===== src/timer0_defines.svh =====
`ifndef TIMER0_DEFINES_SVH
`define TIMER0_DEFINES_SVH
////////////////////////////////////////////////////////////////////////////////
// Register word indices; the byte address is four times the index.
`define IDX_CMP_B 6'h28
`define IDX_CMP_A 6'h29
`define IDX_CTRL_A 6'h2a
`define IDX_COUNT 6'h32
`define IDX_CTRL_B 6'h33
`define IDX_FLAGS 6'h38
`define IDX_MASK 6'h39
`define ADDR_IDX_MSB 7
`define ADDR_IDX_LSB 2
////////////////////////////////////////////////////////////////////////////////
// Reset values and the control A write mask.
`define REG_RESET 8'h00
`define CTRL_B_RESET 8'h00
`define CTRL_A_WR_MASK 8'hf3
`define WORD_ZERO 32'h0000_0000
////////////////////////////////////////////////////////////////////////////////
// Field positions.
`define FORCE_A_BIT 7
`define FORCE_B_BIT 6
`define WAVE_HI_BIT 3
`define CS_MSB 2
`define CS_LSB 0
`define OUT_A_MSB 7
`define OUT_A_LSB 6
`define OUT_B_MSB 5
`define OUT_B_LSB 4
`define WAVE_LO_MSB 1
`define WAVE_LO_LSB 0
`define IRQ_A_BIT 4
`define IRQ_B_BIT 3
`define IRQ_OVF_BIT 1
////////////////////////////////////////////////////////////////////////////////
// Clock source codes.
`define CS_STOP 3'h0
`define CS_DIV1 3'h1
`define CS_DIV8 3'h2
`define CS_DIV64 3'h3
`define CS_DIV256 3'h4
`define CS_DIV1024 3'h5
`define CS_EXT_FALL 3'h6
`define CS_EXT_RISE 3'h7
////////////////////////////////////////////////////////////////////////////////
// Waveform modes and output modes.
`define WM_NORMAL 3'h0
`define WM_PHASE_FF 3'h1
`define WM_CLEAR_ON_MATCH 3'h2
`define WM_FAST_FF 3'h3
`define WM_PHASE_CMP 3'h5
`define WM_FAST_CMP 3'h7
`define OM_OFF 2'h0
`define OM_TOGGLE 2'h1
`define OM_CLEAR 2'h2
`define OM_SET 2'h3
////////////////////////////////////////////////////////////////////////////////
// Count limits and prescaler taps.
`define COUNT_MAX 8'hff
`define COUNT_BOTTOM 8'h00
`define COUNT_ONE 8'h01
`define PRE_DIV8_MSB 2
`define PRE_DIV64_MSB 5
`define PRE_DIV256_MSB 7
`define PRE_DIV1024_MSB 9
`define PRE_MIN_WIDTH 10
`endif


===== src/timer0_pkg.sv =====
package timer0_pkg;

	typedef struct packed {
		logic psel;
		logic penable;
		logic pwrite;
		logic [7:0] paddr;
		logic [31:0] pwdata;
	} apb_req_t;

	typedef struct packed {
		logic pready;
		logic [31:0] prdata;
		logic pslverr;
	} apb_rsp_t;

	typedef struct packed {
		logic tick8;
		logic tick64;
		logic tick256;
		logic tick1024;
	} pre_taps_t;

endpackage


===== src/timer0_prescaler.sv =====
`timescale 1ns/1ps
`default_nettype none
`include "timer0_defines.svh"

module timer0_prescaler #(
	parameter int Width = 10
) (
	// Clock and reset.
	input wire logic clk,
	input wire logic sys_rst,
	// Divided tick pulses.
	output timer0_pkg::pre_taps_t taps
);

	if (Width < `PRE_MIN_WIDTH) begin : gWidthCheck
		$error("Prescaler width too small for the largest division.");
	end

	logic [Width-1:0] preQ;

	always_ff @(posedge clk or posedge sys_rst) begin
		if (sys_rst) begin
			preQ <= '0;
		end else begin
			preQ <= preQ + 1'b1;
		end
	end

	// Each tap pulses once per period of its division.
	assign taps.tick8 = &preQ[`PRE_DIV8_MSB:0];
	assign taps.tick64 = &preQ[`PRE_DIV64_MSB:0];
	assign taps.tick256 = &preQ[`PRE_DIV256_MSB:0];
	assign taps.tick1024 = &preQ[`PRE_DIV1024_MSB:0];

endmodule // timer0_prescaler
`default_nettype wire


===== src/timer0_control_and_flags.sv =====
// Our own choice: register access over APB.
`timescale 1ns/1ps
`default_nettype none
`include "timer0_defines.svh"

module timer0_control_and_flags #(
	parameter int PreWidth = 10
) (
	// Clock and reset.
	input wire logic clk,
	input wire logic sys_rst,
	// Register bus.
	input wire timer0_pkg::apb_req_t apbReq,
	output timer0_pkg::apb_rsp_t apbRsp,
	// Interrupt gating and vector acknowledges.
	input wire logic globalIrqEn,
	input wire logic ackCmpA,
	input wire logic ackCmpB,
	input wire logic ackOvf,
	// Interrupt requests.
	output logic irqCmpA,
	output logic irqCmpB,
	output logic irqOvf,
	// External count pin.
	input wire logic extCountPin,
	// Waveform outputs and their connect enables.
	output logic waveOutA,
	output logic waveOutB,
	output logic waveConnA,
	output logic waveConnB
);

	////////////////////////////////////////////////////////////////////////////
	// Output action for one channel on a tick or a forced compare.
	function automatic logic waveNext(
		input logic cur,
		input logic [1:0] om,
		input logic hit,
		input logic force_,
		input logic bottom,
		input logic phase,
		input logic fast,
		input logic upDir
	);
		logic nxt;
		nxt = cur;
		if (!phase && !fast) begin
			if (hit || force_) begin
				unique case (om)
					`OM_OFF: nxt = cur;
					`OM_TOGGLE: nxt = ~cur;
					`OM_CLEAR: nxt = 1'b0;
					`OM_SET: nxt = 1'b1;
				endcase
			end
		end else if (fast) begin
			if (hit && om == `OM_CLEAR) begin
				nxt = 1'b0;
			end
			if (hit && om == `OM_SET) begin
				nxt = 1'b1;
			end
			if (bottom && om == `OM_CLEAR) begin
				nxt = 1'b1;
			end
			if (bottom && om == `OM_SET) begin
				nxt = 1'b0;
			end
		end else begin
			if (hit && om == `OM_CLEAR) begin
				nxt = ~upDir;
			end
			if (hit && om == `OM_SET) begin
				nxt = upDir;
			end
		end
		return nxt;
	endfunction

	// Next flag value; a hardware set wins over a clear in the same cycle.
	function automatic logic flagNext(
		input logic cur,
		input logic set,
		input logic clr
	);
		return (cur & ~clr) | set;
	endfunction

	////////////////////////////////////////////////////////////////////////////
	// Registers.
	logic [7:0] ctrlAQ;
	logic waveHiQ;
	logic [2:0] clkSelQ;
	logic [7:0] countQ;
	logic [7:0] countD;
	logic [7:0] cmpAQ;
	logic [7:0] cmpBQ;
	logic cmpAIrqEnQ;
	logic cmpBIrqEnQ;
	logic ovfIrqEnQ;
	logic cmpAFlagQ;
	logic cmpBFlagQ;
	logic ovfFlagQ;
	logic upQ;
	logic upD;
	logic blockQ;
	logic waveAQ;
	logic waveBQ;
	logic extSync1Q;
	logic extSync2Q;
	logic extPrevQ;
	logic [31:0] prdataQ;
	logic errQ;

	////////////////////////////////////////////////////////////////////////////
	// Bus decode.
	wire logic [5:0] regIdx = apbReq.paddr[`ADDR_IDX_MSB:`ADDR_IDX_LSB];
	wire logic setupPh = apbReq.psel & ~apbReq.penable;
	wire logic accessPh = apbReq.psel & apbReq.penable;
	wire logic wrEn = accessPh & apbReq.pwrite;
	wire logic [7:0] wData = apbReq.pwdata[7:0];
	wire logic selCtrlA = regIdx == `IDX_CTRL_A;
	wire logic selCtrlB = regIdx == `IDX_CTRL_B;
	wire logic selCount = regIdx == `IDX_COUNT;
	wire logic selCmpA = regIdx == `IDX_CMP_A;
	wire logic selCmpB = regIdx == `IDX_CMP_B;
	wire logic selMask = regIdx == `IDX_MASK;
	wire logic selFlags = regIdx == `IDX_FLAGS;
	wire logic mapped = selCtrlA | selCtrlB | selCount | selCmpA | selCmpB | selMask | selFlags;
	wire logic wrCtrlB = wrEn & selCtrlB;
	wire logic wrCount = wrEn & selCount;
	wire logic wrFlags = wrEn & selFlags;

	////////////////////////////////////////////////////////////////////////////
	// Mode decode.
	wire logic [2:0] waveMode = {waveHiQ, ctrlAQ[`WAVE_LO_MSB:`WAVE_LO_LSB]};
	wire logic [1:0] outModeA = ctrlAQ[`OUT_A_MSB:`OUT_A_LSB];
	wire logic [1:0] outModeB = ctrlAQ[`OUT_B_MSB:`OUT_B_LSB];
	wire logic isPhase = waveMode == `WM_PHASE_FF || waveMode == `WM_PHASE_CMP;
	wire logic isFast = waveMode == `WM_FAST_FF || waveMode == `WM_FAST_CMP;
	wire logic isPwm = isPhase | isFast;
	wire logic topIsCmpA = waveMode == `WM_CLEAR_ON_MATCH || waveMode == `WM_PHASE_CMP
		|| waveMode == `WM_FAST_CMP;
	wire logic [7:0] topVal = topIsCmpA ? cmpAQ : `COUNT_MAX;
	wire logic atTop = countQ == topVal;
	wire logic atBottom = countQ == `COUNT_BOTTOM;

	////////////////////////////////////////////////////////////////////////////
	// Count clock selection.
	timer0_pkg::pre_taps_t taps;

	timer0_prescaler #(
		.Width(PreWidth)
	) uPrescaler (
		.clk(clk),
		.sys_rst(sys_rst),
		.taps(taps)
	);

	// The pin is sampled whatever its direction, so software can drive it.
	wire logic extRise = extSync2Q & ~extPrevQ;
	wire logic extFall = ~extSync2Q & extPrevQ;
	logic tick;

	always_comb begin
		unique case (clkSelQ)
			`CS_STOP: tick = 1'b0;
			`CS_DIV1: tick = 1'b1;
			`CS_DIV8: tick = taps.tick8;
			`CS_DIV64: tick = taps.tick64;
			`CS_DIV256: tick = taps.tick256;
			`CS_DIV1024: tick = taps.tick1024;
			`CS_EXT_FALL: tick = extFall;
			`CS_EXT_RISE: tick = extRise;
		endcase
	end

	////////////////////////////////////////////////////////////////////////////
	// Counting sequence.
	always_comb begin
		countD = countQ;
		upD = upQ;
		if (wrCount) begin
			countD = wData;
		end else if (tick) begin
			if (isPhase) begin
				if (upQ && atTop) begin
					upD = 1'b0;
					countD = countQ - `COUNT_ONE;
				end else if (!upQ && atBottom) begin
					upD = 1'b1;
					countD = countQ + `COUNT_ONE;
				end else if (upQ) begin
					countD = countQ + `COUNT_ONE;
				end else begin
					countD = countQ - `COUNT_ONE;
				end
			end else if (atTop) begin
				countD = `COUNT_BOTTOM;
			end else begin
				countD = countQ + `COUNT_ONE;
			end
		end
	end

	////////////////////////////////////////////////////////////////////////////
	// Compare, overflow and forced compare events.
	wire logic hitA = tick & ~blockQ & (countQ == cmpAQ);
	wire logic hitB = tick & ~blockQ & (countQ == cmpBQ);
	wire logic ovfMax = (waveMode == `WM_FAST_CMP) ? atTop : (countQ == `COUNT_MAX);
	wire logic ovfHit = tick & (isPhase ? (~upQ & atBottom) : ovfMax);
	wire logic fastBottom = tick & isFast & atTop;
	// Strobes act only outside PWM and touch neither flags nor count.
	wire logic forceA = wrCtrlB & wData[`FORCE_A_BIT] & ~isPwm;
	wire logic forceB = wrCtrlB & wData[`FORCE_B_BIT] & ~isPwm;
	wire logic clrA = (wrFlags & wData[`IRQ_A_BIT]) | ackCmpA;
	wire logic clrB = (wrFlags & wData[`IRQ_B_BIT]) | ackCmpB;
	wire logic clrOvf = (wrFlags & wData[`IRQ_OVF_BIT]) | ackOvf;

	////////////////////////////////////////////////////////////////////////////
	// Read data.
	wire logic [7:0] readByte = selCtrlA ? ctrlAQ
		: selCtrlB ? {4'h0, waveHiQ, clkSelQ}
		: selCount ? countQ
		: selCmpA ? cmpAQ
		: selCmpB ? cmpBQ
		: selMask ? {3'h0, cmpAIrqEnQ, cmpBIrqEnQ, 1'h0, ovfIrqEnQ, 1'h0}
		: selFlags ? {3'h0, cmpAFlagQ, cmpBFlagQ, 1'h0, ovfFlagQ, 1'h0}
		: `REG_RESET;

	////////////////////////////////////////////////////////////////////////////
	// Bus slave registers.
	always_ff @(posedge clk or posedge sys_rst) begin
		if (sys_rst) begin
			prdataQ <= `WORD_ZERO;
			errQ <= 1'b0;
		end else if (setupPh) begin
			prdataQ <= apbReq.pwrite ? `WORD_ZERO : {24'h0, readByte};
			errQ <= ~mapped;
		end
	end

	assign apbRsp.pready = 1'b1;
	assign apbRsp.prdata = prdataQ;
	assign apbRsp.pslverr = accessPh & errQ;

	////////////////////////////////////////////////////////////////////////////
	// Software registers.
	always_ff @(posedge clk or posedge sys_rst) begin
		if (sys_rst) begin
			ctrlAQ <= `REG_RESET;
			waveHiQ <= 1'b0;
			clkSelQ <= `CS_STOP;
			cmpAQ <= `REG_RESET;
			cmpBQ <= `REG_RESET;
		end else begin
			if (wrEn && selCtrlA) begin
				ctrlAQ <= wData & `CTRL_A_WR_MASK;
			end
			if (wrCtrlB) begin
				waveHiQ <= wData[`WAVE_HI_BIT];
				clkSelQ <= wData[`CS_MSB:`CS_LSB];
			end
			if (wrEn && selCmpA) begin
				cmpAQ <= wData;
			end
			if (wrEn && selCmpB) begin
				cmpBQ <= wData;
			end
		end
	end

	always_ff @(posedge clk or posedge sys_rst) begin
		if (sys_rst) begin
			cmpAIrqEnQ <= 1'b0;
			cmpBIrqEnQ <= 1'b0;
			ovfIrqEnQ <= 1'b0;
		end else if (wrEn && selMask) begin
			cmpAIrqEnQ <= wData[`IRQ_A_BIT];
			cmpBIrqEnQ <= wData[`IRQ_B_BIT];
			ovfIrqEnQ <= wData[`IRQ_OVF_BIT];
		end
	end

	////////////////////////////////////////////////////////////////////////////
	// Counter, match blocking and pin synchroniser.
	always_ff @(posedge clk or posedge sys_rst) begin
		if (sys_rst) begin
			countQ <= `COUNT_BOTTOM;
			upQ <= 1'b1;
			blockQ <= 1'b0;
			extSync1Q <= 1'b0;
			extSync2Q <= 1'b0;
			extPrevQ <= 1'b0;
		end else begin
			countQ <= countD;
			upQ <= upD;
			blockQ <= wrCount | (blockQ & ~tick);
			extSync1Q <= extCountPin;
			extSync2Q <= extSync1Q;
			extPrevQ <= extSync2Q;
		end
	end

	////////////////////////////////////////////////////////////////////////////
	// Flags.
	always_ff @(posedge clk or posedge sys_rst) begin
		if (sys_rst) begin
			cmpAFlagQ <= 1'b0;
			cmpBFlagQ <= 1'b0;
			ovfFlagQ <= 1'b0;
		end else begin
			cmpAFlagQ <= flagNext(cmpAFlagQ, hitA, clrA);
			cmpBFlagQ <= flagNext(cmpBFlagQ, hitB, clrB);
			ovfFlagQ <= flagNext(ovfFlagQ, ovfHit, clrOvf);
		end
	end

	assign irqCmpA = globalIrqEn & cmpAIrqEnQ & cmpAFlagQ;
	assign irqCmpB = globalIrqEn & cmpBIrqEnQ & cmpBFlagQ;
	assign irqOvf = globalIrqEn & ovfIrqEnQ & ovfFlagQ;

	////////////////////////////////////////////////////////////////////////////
	// Waveform outputs.
	always_ff @(posedge clk or posedge sys_rst) begin
		if (sys_rst) begin
			waveAQ <= 1'b0;
			waveBQ <= 1'b0;
		end else begin
			waveAQ <= waveNext(waveAQ, outModeA, hitA, forceA, fastBottom,
				isPhase, isFast, upQ);
			waveBQ <= waveNext(waveBQ, outModeB, hitB, forceB, fastBottom,
				isPhase, isFast, upQ);
		end
	end

	assign waveOutA = waveAQ;
	assign waveOutB = waveBQ;
	assign waveConnA = outModeA != `OM_OFF;
	assign waveConnB = outModeB != `OM_OFF;

endmodule // timer0_control_and_flags
`default_nettype wire


===== config.mk =====
export PLATFORM = sky130hd
export DESIGN_NAME = timer0_control_and_flags
export DESIGN_NICKNAME = d
export VERILOG_FILES = /design/src/timer0_pkg.sv /design/src/timer0_prescaler.sv /design/src/timer0_control_and_flags.sv
export VERILOG_INCLUDE_DIRS = /design/src
export SDC_FILE = /design/constraint.sdc
export NUM_CORES = 1
export LEC_CHECK = 0
export BUFFER_PORTS_ARGS = -buffer_cell sky130_fd_sc_hd__buf_2
export CORE_MARGIN = 1.5
export CORE_UTILIZATION = 29
export DETAILED_ROUTE_END_ITERATION = 6
export PLACE_DENSITY_LB_ADDON = 0.12
export SYNTH_ARGS = -nofsm -noshare
export SYNTH_HDL_FRONTEND = slang
export SYNTH_SLANG_ARGS = --single-unit

===== constraint.sdc =====
create_clock -name clk -period 2.4 [get_ports clk]
set_input_delay 0.36 -clock clk [delete_from_list [all_inputs] [get_ports clk]]
set_output_delay 0.36 -clock clk [all_outputs]
set_load 0.02 [all_outputs]

; After elaboration in Yosys (flattened, before gate mapping)
; Cells that the tools add are included.
[totals]
regBits = 90
out_inout_bits = 41
inputBits = 50
wordCells = 203
[classes]
bitwise = 61
mux = 41
eq_ne = 33
reduce_logical = 43
n_addsub = 3
[ops]
columns = op, n
row1 = $mux 8, 14
row2 = $eq 6x6->1 const B, 7
row3 = $and 1x1->1, 33
row4 = $eq 8x8->1, 3
row5 = $mux 1, 22
row6 = $eq 3x3->1 const B, 6
row7 = $logic_and 1x1->1, 15
row8 = $not 1->1, 14
row9 = $or 1x1->1, 14
row10 = $eq 3x2->1 const B, 4
row11 = $reduce_and 4->1, 3
row12 = $add 10x1->10 const B, 1
row13 = $mux 5, 2
row14 = $reduce_and 10->1, 1
row15 = $reduce_bool 5->1, 2
row16 = $add 8x1->8 const B, 1
row17 = $eq 2x2->1 const B, 4
row18 = $eq 8x8->1 const B, 1
row19 = $logic_not 8->1, 1
row20 = $pmux 1 s8, 1
row21 = $reduce_and 8->1, 1
row22 = $reduce_bool 2->1, 4
row23 = $reduce_bool 4->1, 2
row24 = $sub 8x1->8 const B, 1
row25 = 11 further kinds, 24

; Longest topological paths before layout
; Gate-level depths: netlist (run 1).
[logic_depth]
depth_word = 12
mapped_depth = 11

; By module
; From an unflattened synthesis (run 1), not the netlist that was laid out.
[unflattened]
cells_unflattened = 445
hier_area_um2 = 4192.8
[modules_own_cells]
columns = module, cells_each, area_per_inst_um2, seq_area_each_um2, n_inst
row1 = timer0_control_and_flags, 411, 3756.1, 1402.6, 1
row2 = timer0_prescaler, 34, 436.7, 250.2, 1

; Least setup slack after synthesis (run 1)
; OpenSTA, ideal clock, no wires.
[synth_path]
path_type = register to register
startpoint = register uPrescaler.preQ[0]
endpoint = register waveAQ (netlist: waveOutA)
arrival_time_ns = 2.050
setup_ns = 0.127
path_buffers = 1
setup_slack_ns = 0.223
stages_incl_launch_ff = 11
required_ns = 2.273
period_less_slack_ns = 2.177
cell_sequence = dfrtp_1 ha_1 and3_1 and3_1 o22ai_1 a21o_1 buf_2 nor3_1 a211o_1 a21oi_1 a31oi_1
[synth_via]
elab_chain_cells = 10
[synth_lines]
columns = element, line
row1 = from (decl), timer0_prescaler.sv:19  ; logic [Width-1:0] preQ;
row2 = from (signal assigned), timer0_prescaler.sv:25  ; preQ <= preQ + 1'b1;
row3 = "$reduce_and 10->1, or another cell as far along", timer0_prescaler.sv:33  ; assign taps.tick1024 = &preQ[`PRE_DIV1024_MSB:0];
row4 = $pmux 1 s8 *, timer0_control_and_flags.sv:166  ; unique case (clkSelQ)
row5 = $and 1x1->1 (2 in a row), timer0_control_and_flags.sv:208  ; wire logic hitA = tick & ~blockQ & (countQ == cmpAQ);
row6 = $logic_and 1x1->1 (no source line), -
row7 = $mux 1, timer0_control_and_flags.sv:60  ; if (hit && om == `OM_SET) begin
row8 = $mux 1, timer0_control_and_flags.sv:63  ; if (bottom && om == `OM_CLEAR) begin
row9 = $mux 1, timer0_control_and_flags.sv:66  ; if (bottom && om == `OM_SET) begin
row10 = $mux 1, timer0_control_and_flags.sv:56  ; end else if (fast) begin
row11 = $mux 1, timer0_control_and_flags.sv:47  ; if (!phase && !fast) begin
row12 = to (signal assigned), timer0_control_and_flags.sv:330  ; waveAQ <= waveNext(waveAQ, outModeA, hitA, forceA, fastBottom,
row13 = to (decl), timer0_control_and_flags.sv:107  ; logic waveAQ;
; Mark *: on every way between the ends. The rest lies on a longest branch, timed or not.
; A chain may end at the register's enable or synchronous reset.

; Worst setup path after layout (run 1)
[layout_path]
startpoint = register countQ[3]
endpoint = register countQ[4]
[layout_via]
elab_chain_cells = 7
[layout_lines]
columns = element, line
row1 = from (decl), timer0_control_and_flags.sv:94  ; logic [7:0] countQ;
row2 = from (signal assigned), timer0_control_and_flags.sv:289  ; countQ <= `COUNT_BOTTOM;
row3 = from (signal assigned), timer0_control_and_flags.sv:296  ; countQ <= countD;
row4 = "$sub 8x1->8 (no source line), or another cell as far along", -
row5 = $mux 8 or $logic_and 1x1->1 (tied branches), "timer0_control_and_flags.sv:193, timer0_control_and_flags.sv:190"
row6 = $mux 8, timer0_control_and_flags.sv:190  ; end else if (!upQ && atBottom) begin
row7 = $mux 8, timer0_control_and_flags.sv:187  ; if (upQ && atTop) begin
row8 = $mux 8 *, timer0_control_and_flags.sv:186  ; if (isPhase) begin
row9 = $mux 8 *, timer0_control_and_flags.sv:185  ; end else if (tick) begin
row10 = $mux 8 *, timer0_control_and_flags.sv:183  ; if (wrCount) begin
; Mark *: on every way between the ends. The rest lies on a longest branch, timed or not. The select of a mux whose other input is x is not followed.

==> run_results.csv, run 1 <==
group,metric,value,unit
outcome,status,"finished, violations left",
outcome,violations,"design-rule violations",
placed_design,port-buffer-count,39,
floorplanning,start_util,29.59,%
routing,dr.pass1.iters,7,
cts,cts_buffer_depth,2,
pwr,ir_drop,0.4119,mV
synthesis,netlist_area,4075,sq um
synthesis,netlist_instances,420,
critical_path,path_class,"flip-flop to flip-flop",
routing,wl_per_cell,17.66,um
cells_and_area,utilization,35.97,%
synthesis,yosys_warnings,0,
critical_path,end_kind,"flip-flop",
timing,slew_violations,0,
timing,period_share,95.22,%
global_routing,grt_overflow,0,
routing,drc_errors,10,
synthesis,ys.flop_type,"dfrtp_1",
critical_path,reg2reg_from,"countQ[3]",
floorplanning,die_w,121.5,um
synthesis,ys_seq_elements,66,
global_routing,grt_pass1_vias,3286,
routing,ant_nets,0,
placed_design,dp.final_hpwl,8.828,mm
critical_path,start_kind,"flip-flop",
cts,root_buffer,"clkbuf_16",
pwr,p_comb_share,25.0,%
routing,routed_wirelength,11.85,mm
pwr,p_int,2416,uW
cells_and_area,layout-drive-gt1-share,33.20,%
critical_path,cp.required,2620,ps
pwr,p_sw_share,31.72,%
pwr,clkPwrFrac,37.7,%
floorplanning,die_area,14770,sq um
cts,clock_latency,350,ps
flow_run,maxCapViolCount,0,
synthesis,synth-seq-area-share,40.56,%
synthesis,postSynthAreaPerCell,9.703,sq um
worst_hold_path,hp-class,"input port to asynchronous set/reset pin",
pwr,p_per_area,714.1,nW/um^2
floorplanning,die_h,121.5,um
cts,cts_tree,"done",
critical_path,cp_max_fo,8,
cts,clkSinkCount,66,
synthesis,ys_types,65,
cts,path_clk_slew,60,ps
synthesis,synth-async-reset-ratio,100.0,%
cells_and_area,nets,540,
routing,vias,3291,
timing,clock.fmax,0.4376,GHz
pwr,p_leak,0.002310,uW
floorplanning,ioPinCount,91,
placed_design,gp_congestion,0.8037,
global_routing,antenna_found_initial,0,
timing,period_minus_slack,2285,ps
cts,htreeDepth,3,
timing,setup_tns,0,ps
pwr,sequentialPowerShare,37.3,%
global_routing,grt_pass1_wl,18.70,mm
cts,ctsHoldBuffers,0,
routing,viasPerCell,4.905,
synthesis,synth-edff-count,0,
global_routing,grt_max_degree,67,
cells_and_area,area_delta_synth_final,21.58,%
timing,setup_viol,0,
global_routing,grt_usage,17.20,%
floorplanning,core,13770,sq um
timing,skew,8.195,ps
cts,cts_buffers,9,
floorplanning,fp-row-count,43,
timing,hold_viol_final,0,
cells_and_area,n_antenna_cell,0,
routing,dr.first_iter.drc_count,159,
critical_path,cp_data_arrival_time,2510,ps
pwr,switching_power,1122,uW
critical_path,cp-startpoint,"countQ[3]",
==> worst max-delay path, stage by stage (launching register included) <==
cell and delay, ps:
dfrtp_1 480, nor2_1 210, nand4_1 210, o41ai_4 510, a21o_1 190, mux2i_2 250, mux2i_1 210, o211ai_1 100
==> flip-flops by register name, indices dropped and copies added, names as in the netlist, 3 cells and up <==
register	count
uPrescaler.preQ	10
cmpAQ	8
cmpBQ	8
countQ	8
prdataQ	8
ctrlAQ	6
clkSelQ	3
==> power by group through the flow <==
stage / logic [uW] / clock network, uW / registers (uW)
3_5_place_dp: 799 / 0 / 1340
6_report: 885 / 1330 / 1320
3_3_place_gp: 794 / 0 / 1340
5_1_grt: 983 / 1430 / 1330
2_1_floorplan: 651 / 0 / 1250
4_1_cts: 803 / 1380 / 1320
==> per-stage QoR <==
step	instances	area (sq um)	hold WS [ps]	power (uW)	setup slack [ps]
global route	671	4955	123.6	3745	-5.519
CTS	666	4848	95.56	3502	13.94
global placement	650	4543	337.2	2133	64.31
detailed placement	650	4543	341.1	2139	25.18
finish	671	4955	91.31	3538	114.8
floorplan	443	4161	331.2	1905	223.1
==> final timing paths <==
| path | to | depth (start not counted) | slack (ps) |
|---|---|---|---|
| max | countQ[4] | 7 | 110 |
| min | waveOutB | 3 | 90 |
| max reg2reg | countQ[4] | 7 | 110 |
| min reg2reg | extSync2Q | 0 | 350 |
| max in group asynchronous | upQ | 3 | 2000 |
| min in group clk | extSync1Q | 1 | 120 |
==> synthesized netlist by cell type (all sizes together), types with 6 or more instances <==
library cell	count	area share, %
nor2	22	2.1
mux2	35	9.7
nand2	39	3.6
nor3	14	2.0
clkbuf	6	0.55
nand4	7	1.2
xor2	7	1.5
xnor2	15	3.2
dfrtp	65	40
and3	11	1.7
nand3	13	1.6
a21oi	17	2.3
inv	14	1.3
mux2i	10	2.5
buf	40	7.0
o21ai	24	2.9
==> placed cells by master (no fill, tap or decap), drive strengths merged, types with 5 or more instances in the layout <==
cell,Yosys,final
nand3,13,13
dfrtp,65,65
xnor2,15,15
nor3,14,14
nor2,22,22
o21ai,24,24
mux2i,10,10
conb,2,25
inv,14,14
a21oi,17,17
nand2,39,39
nand4,7,7
buf,40,78
o211ai,5,5
nand3b,5,5
nand2b,5,5
xor2,7,7
a22oi,5,5
mux2,35,35
a222oi,5,5
clkbuf,6,9
and3,11,11
==> cell type report <==
| cell class | count | area (sq um) |
|---|---|---|
| tap | 180 | 225.2 |
| sequential | 66 | 1658 |
| clock inverter | 7 | 80.08 |
| fill | 1432 | 8818 |
| clock buffer | 9 | 225.2 |
| timing repair buffer | 78 | 500.5 |
| multi-input combinational | 317 | 2211 |
| inverter | 14 | 55.05 |
==> kinds of logic (layout without fill, tap and decap cells) <==
family | after synthesis | in the layout | synth area share, %
DFF | 66 | 66 | 40.56
xor gates and xnor gates | 22 | 22 | 4.728
muxes | 46 | 46 | 12.68
other | 2 | 25 | 0.1843
buffers and inverters | 60 | 108 | 8.812
and+or+nand+nor | 138 | 138 | 18.11
adders and majority gates | 4 | 4 | 1.228
AOI/OAI and AO/OA | 82 | 82 | 13.69
==> what timing repair did <==
item	CTS	global route
buffers inserted	0	5
resized for setup	0	15
setup endpoints to repair	0	8
==> metal layers <==
layer | share of wire, % | vias up | routed length, um | GRT usage, %
met4 | 2.1 | 0 | 245 | 6.765
li1 | - | 1596 | - | -
met5 | 0 | - | 0 | 0
met1 | 45 | 1607 | 5289 | 22.40
met2 | 49 | 73 | 5832 | 28.67
met3 | 4.1 | 15 | 486 | 2.669
Power figures use the tool's default switching activity.
==> run 2: changes to the inputs <==
--- a/config.mk
+++ b/config.mk
@@ -8,7 +8,7 @@
 export LEC_CHECK = 0
 export BUFFER_PORTS_ARGS = -buffer_cell sky130_fd_sc_hd__buf_2
 export CORE_MARGIN = 1.5
-export CORE_UTILIZATION = 29
+export CORE_UTILIZATION = 55
 export DETAILED_ROUTE_END_ITERATION = 6
 export PLACE_DENSITY_LB_ADDON = 0.12
 export SYNTH_ARGS = -nofsm -noshare
==> run_results.csv, run 2 (synthesis results as in run 1) <==
group,metric,value,unit
outcome,status,"finished clean",
cells_and_area,final_common_cell,"dfrtp_1",
cts,htreeDepth,3,
routing,drc_errors,0,
routing,routed_wirelength,10.44,mm
critical_path,path_cells,"buf_4, nor2_1, nand4_1, o41ai_4, a21oi_4, o31ai_1, mux2i_1, o211ai_1",
timing,timing.slew.headroom,58.15,%
cts,root_buffer,"clkbuf_8",
global_routing,antenna_found_initial,0,
critical_path,cp.required,2610,ps
critical_path,r2r_cells,8,
routing,dr.first_iter.drc_count,207,
pwr,p_sw_share,32.99,%
global_routing,grt_max_degree,40,
timing,hold_viol_final,0,
floorplanning,die_area,7934,sq um
floorplanning,core,7214,sq um
cells_and_area,area_delta_synth_final,14.80,%
timing,rsz0062_at_grt,"true",
timing,setup_viol,0,
pwr,ir_drop,0.3567,mV
cts,clock_latency,340,ps
cells_and_area,n_antenna_cell,0,
timing,holdWs,95.71,ps
cts,clkSinkCount,66,
placed_design,dp.final_hpwl,7.730,mm
cts,postCtsSetupBuffers,0,
critical_path,end_kind,"flip-flop",
routing,vias,3391,
timing,tightest_slew,626.8,ps
pwr,p_per_area,659.4,nW/um^2
global_routing,grt_usage,27.80,%
global_routing,grt_pass1_wl,16.29,mm
critical_path,start_kind,"flip-flop",
cells_and_area,largest_reg_flops,10,
placed_design,port-buffer-count,39,
cts,cts_tree,"done",
pwr,p_leak,0.002244,uW
floorplanning,ioPinCount,91,
critical_path,cpPeakStageDelay,420,ps
placed_design,placed_cell_area,4427,sq um
cells_and_area,nets,533,
timing,slew_violations,0,
pwr,sequentialPowerShare,42.0,%
worst_hold_path,hp-class,"input port to asynchronous set/reset pin",
floorplanning,die_h,89.08,um
pwr,p_comb_share,27.5,%
flow_run,maxCapViolCount,0,
critical_path,path_class,"flip-flop to flip-flop",
timing,skew,8.111,ps
timing,clock.fmax,0.4370,GHz
floorplanning,fp-row-count,31,
pwr,switching_power,1018,uW
floorplanning,die_w,89.08,um
pwr,clkPwrFrac,30.6,%
cells_and_area,regMostFlops,"uPrescaler.preQ",
routing,ant_nets,0,
placed_design,gp_congestion,0.9365,
critical_path,cp_data_arrival_time,2500,ps
cts,path_clk_slew,70,ps
routing,dr.pass1.iters,5,
critical_path,cp_max_fo,7,
critical_path,cpMaxStageDelayCell,"dfrtp_1",
timing,period_minus_slack,2288,ps
global_routing,grt_overflow,0,
pwr,p_int,2067,uW
cts,cts_buffers,9,
cts,cts_buffer_depth,2,
global_routing,grt_pass1_vias,3143,
cts,ctsHoldBuffers,0,
routing,wl_per_cell,17.91,um
timing,period_share,95.34,%
routing,viasPerCell,5.816,
cells_and_area,layout-drive-gt1-share,30.99,%
cells_and_area,design_area,4678,sq um
floorplanning,start_util,56.49,%
cells_and_area,final_cell_mix,"dfrtp_1 (65), nand2_1 (39), buf_2 (39)",
[run 2: metal layers]
layer | share of wire, % | global-route usage (%)
met5 | 0 | 0
met4 | 2.9 | 12.03
met3 | 6.6 | 5.910
met2 | 46 | 43.32
met1 | 45 | 37.59
[run 2: area by class of cell]
type	instances	area [sq um]
inverter	14	52.55
fill	627	2536
tap	99	123.9
clock buffer	12	145.1
timing repair buffer	71	447.9
clock inverter	4	51.30
multi-input combinational	317	2205
sequential	66	1653
[run 2: what timing repair did]
item	4_1_cts	5_1_grt
endpoints found under the setup margin	0	6
hold endpoints to repair	0	0
gates resized for setup	0	9
[run 2: power groups by stage]
| stage | Clock, uW | Sequential [uW] | Combinational (uW) |
|---|---|---|---|
| global route | 999 | 1310 | 932 |
| global placement | 0 | 1310 | 800 |
| CTS | 953 | 1290 | 819 |
| floorplan | 0 | 1250 | 651 |
| finish | 944 | 1290 | 847 |
| detailed placement | 0 | 1310 | 815 |
[run 2: metrics by stage]
| stage | TNS [ps] | power [uW] | util, % | instances | setup WS, ps |
|---|---|---|---|---|---|
| 6_report | 0 | 3085 | 64.85 | 583 | 111.8 |
| 5_1_grt | -184.3 | 3238 | 64.85 | 583 | -60.72 |
| 4_1_cts | 0 | 3062 | 64.08 | 583 | 32.85 |
| 3_5_place_dp | 0 | 2126 | 61.36 | 567 | 42.63 |
| 3_3_place_gp | 0 | 2108 | 61.36 | 567 | 117.1 |
| 2_1_floorplan | 0 | 1905 | - | 443 | 223.1 |
[run 2: worst max-delay path, delay by kind of cell (launching register included)]
kind                   cells  cell delay, ps
buffers and inverters      1             180
DFF                        1             420
and+or+nand+nor            2             400
muxes                      1             230
AOI/OAI and AO/OA          4             940
[run 2: final timing paths]
path,start,endpoint,slack [ps]
setup / recovery,countQ[2],countQ[6],110
hold / removal,sys_rst,countQ[6],100
setup reg to reg,countQ[2],countQ[6],110
hold reg to reg,extSync1Q,extSync2Q,360
max in group asynchronous,sys_rst,upQ,1630
min in group clk,extCountPin,extSync1Q,120
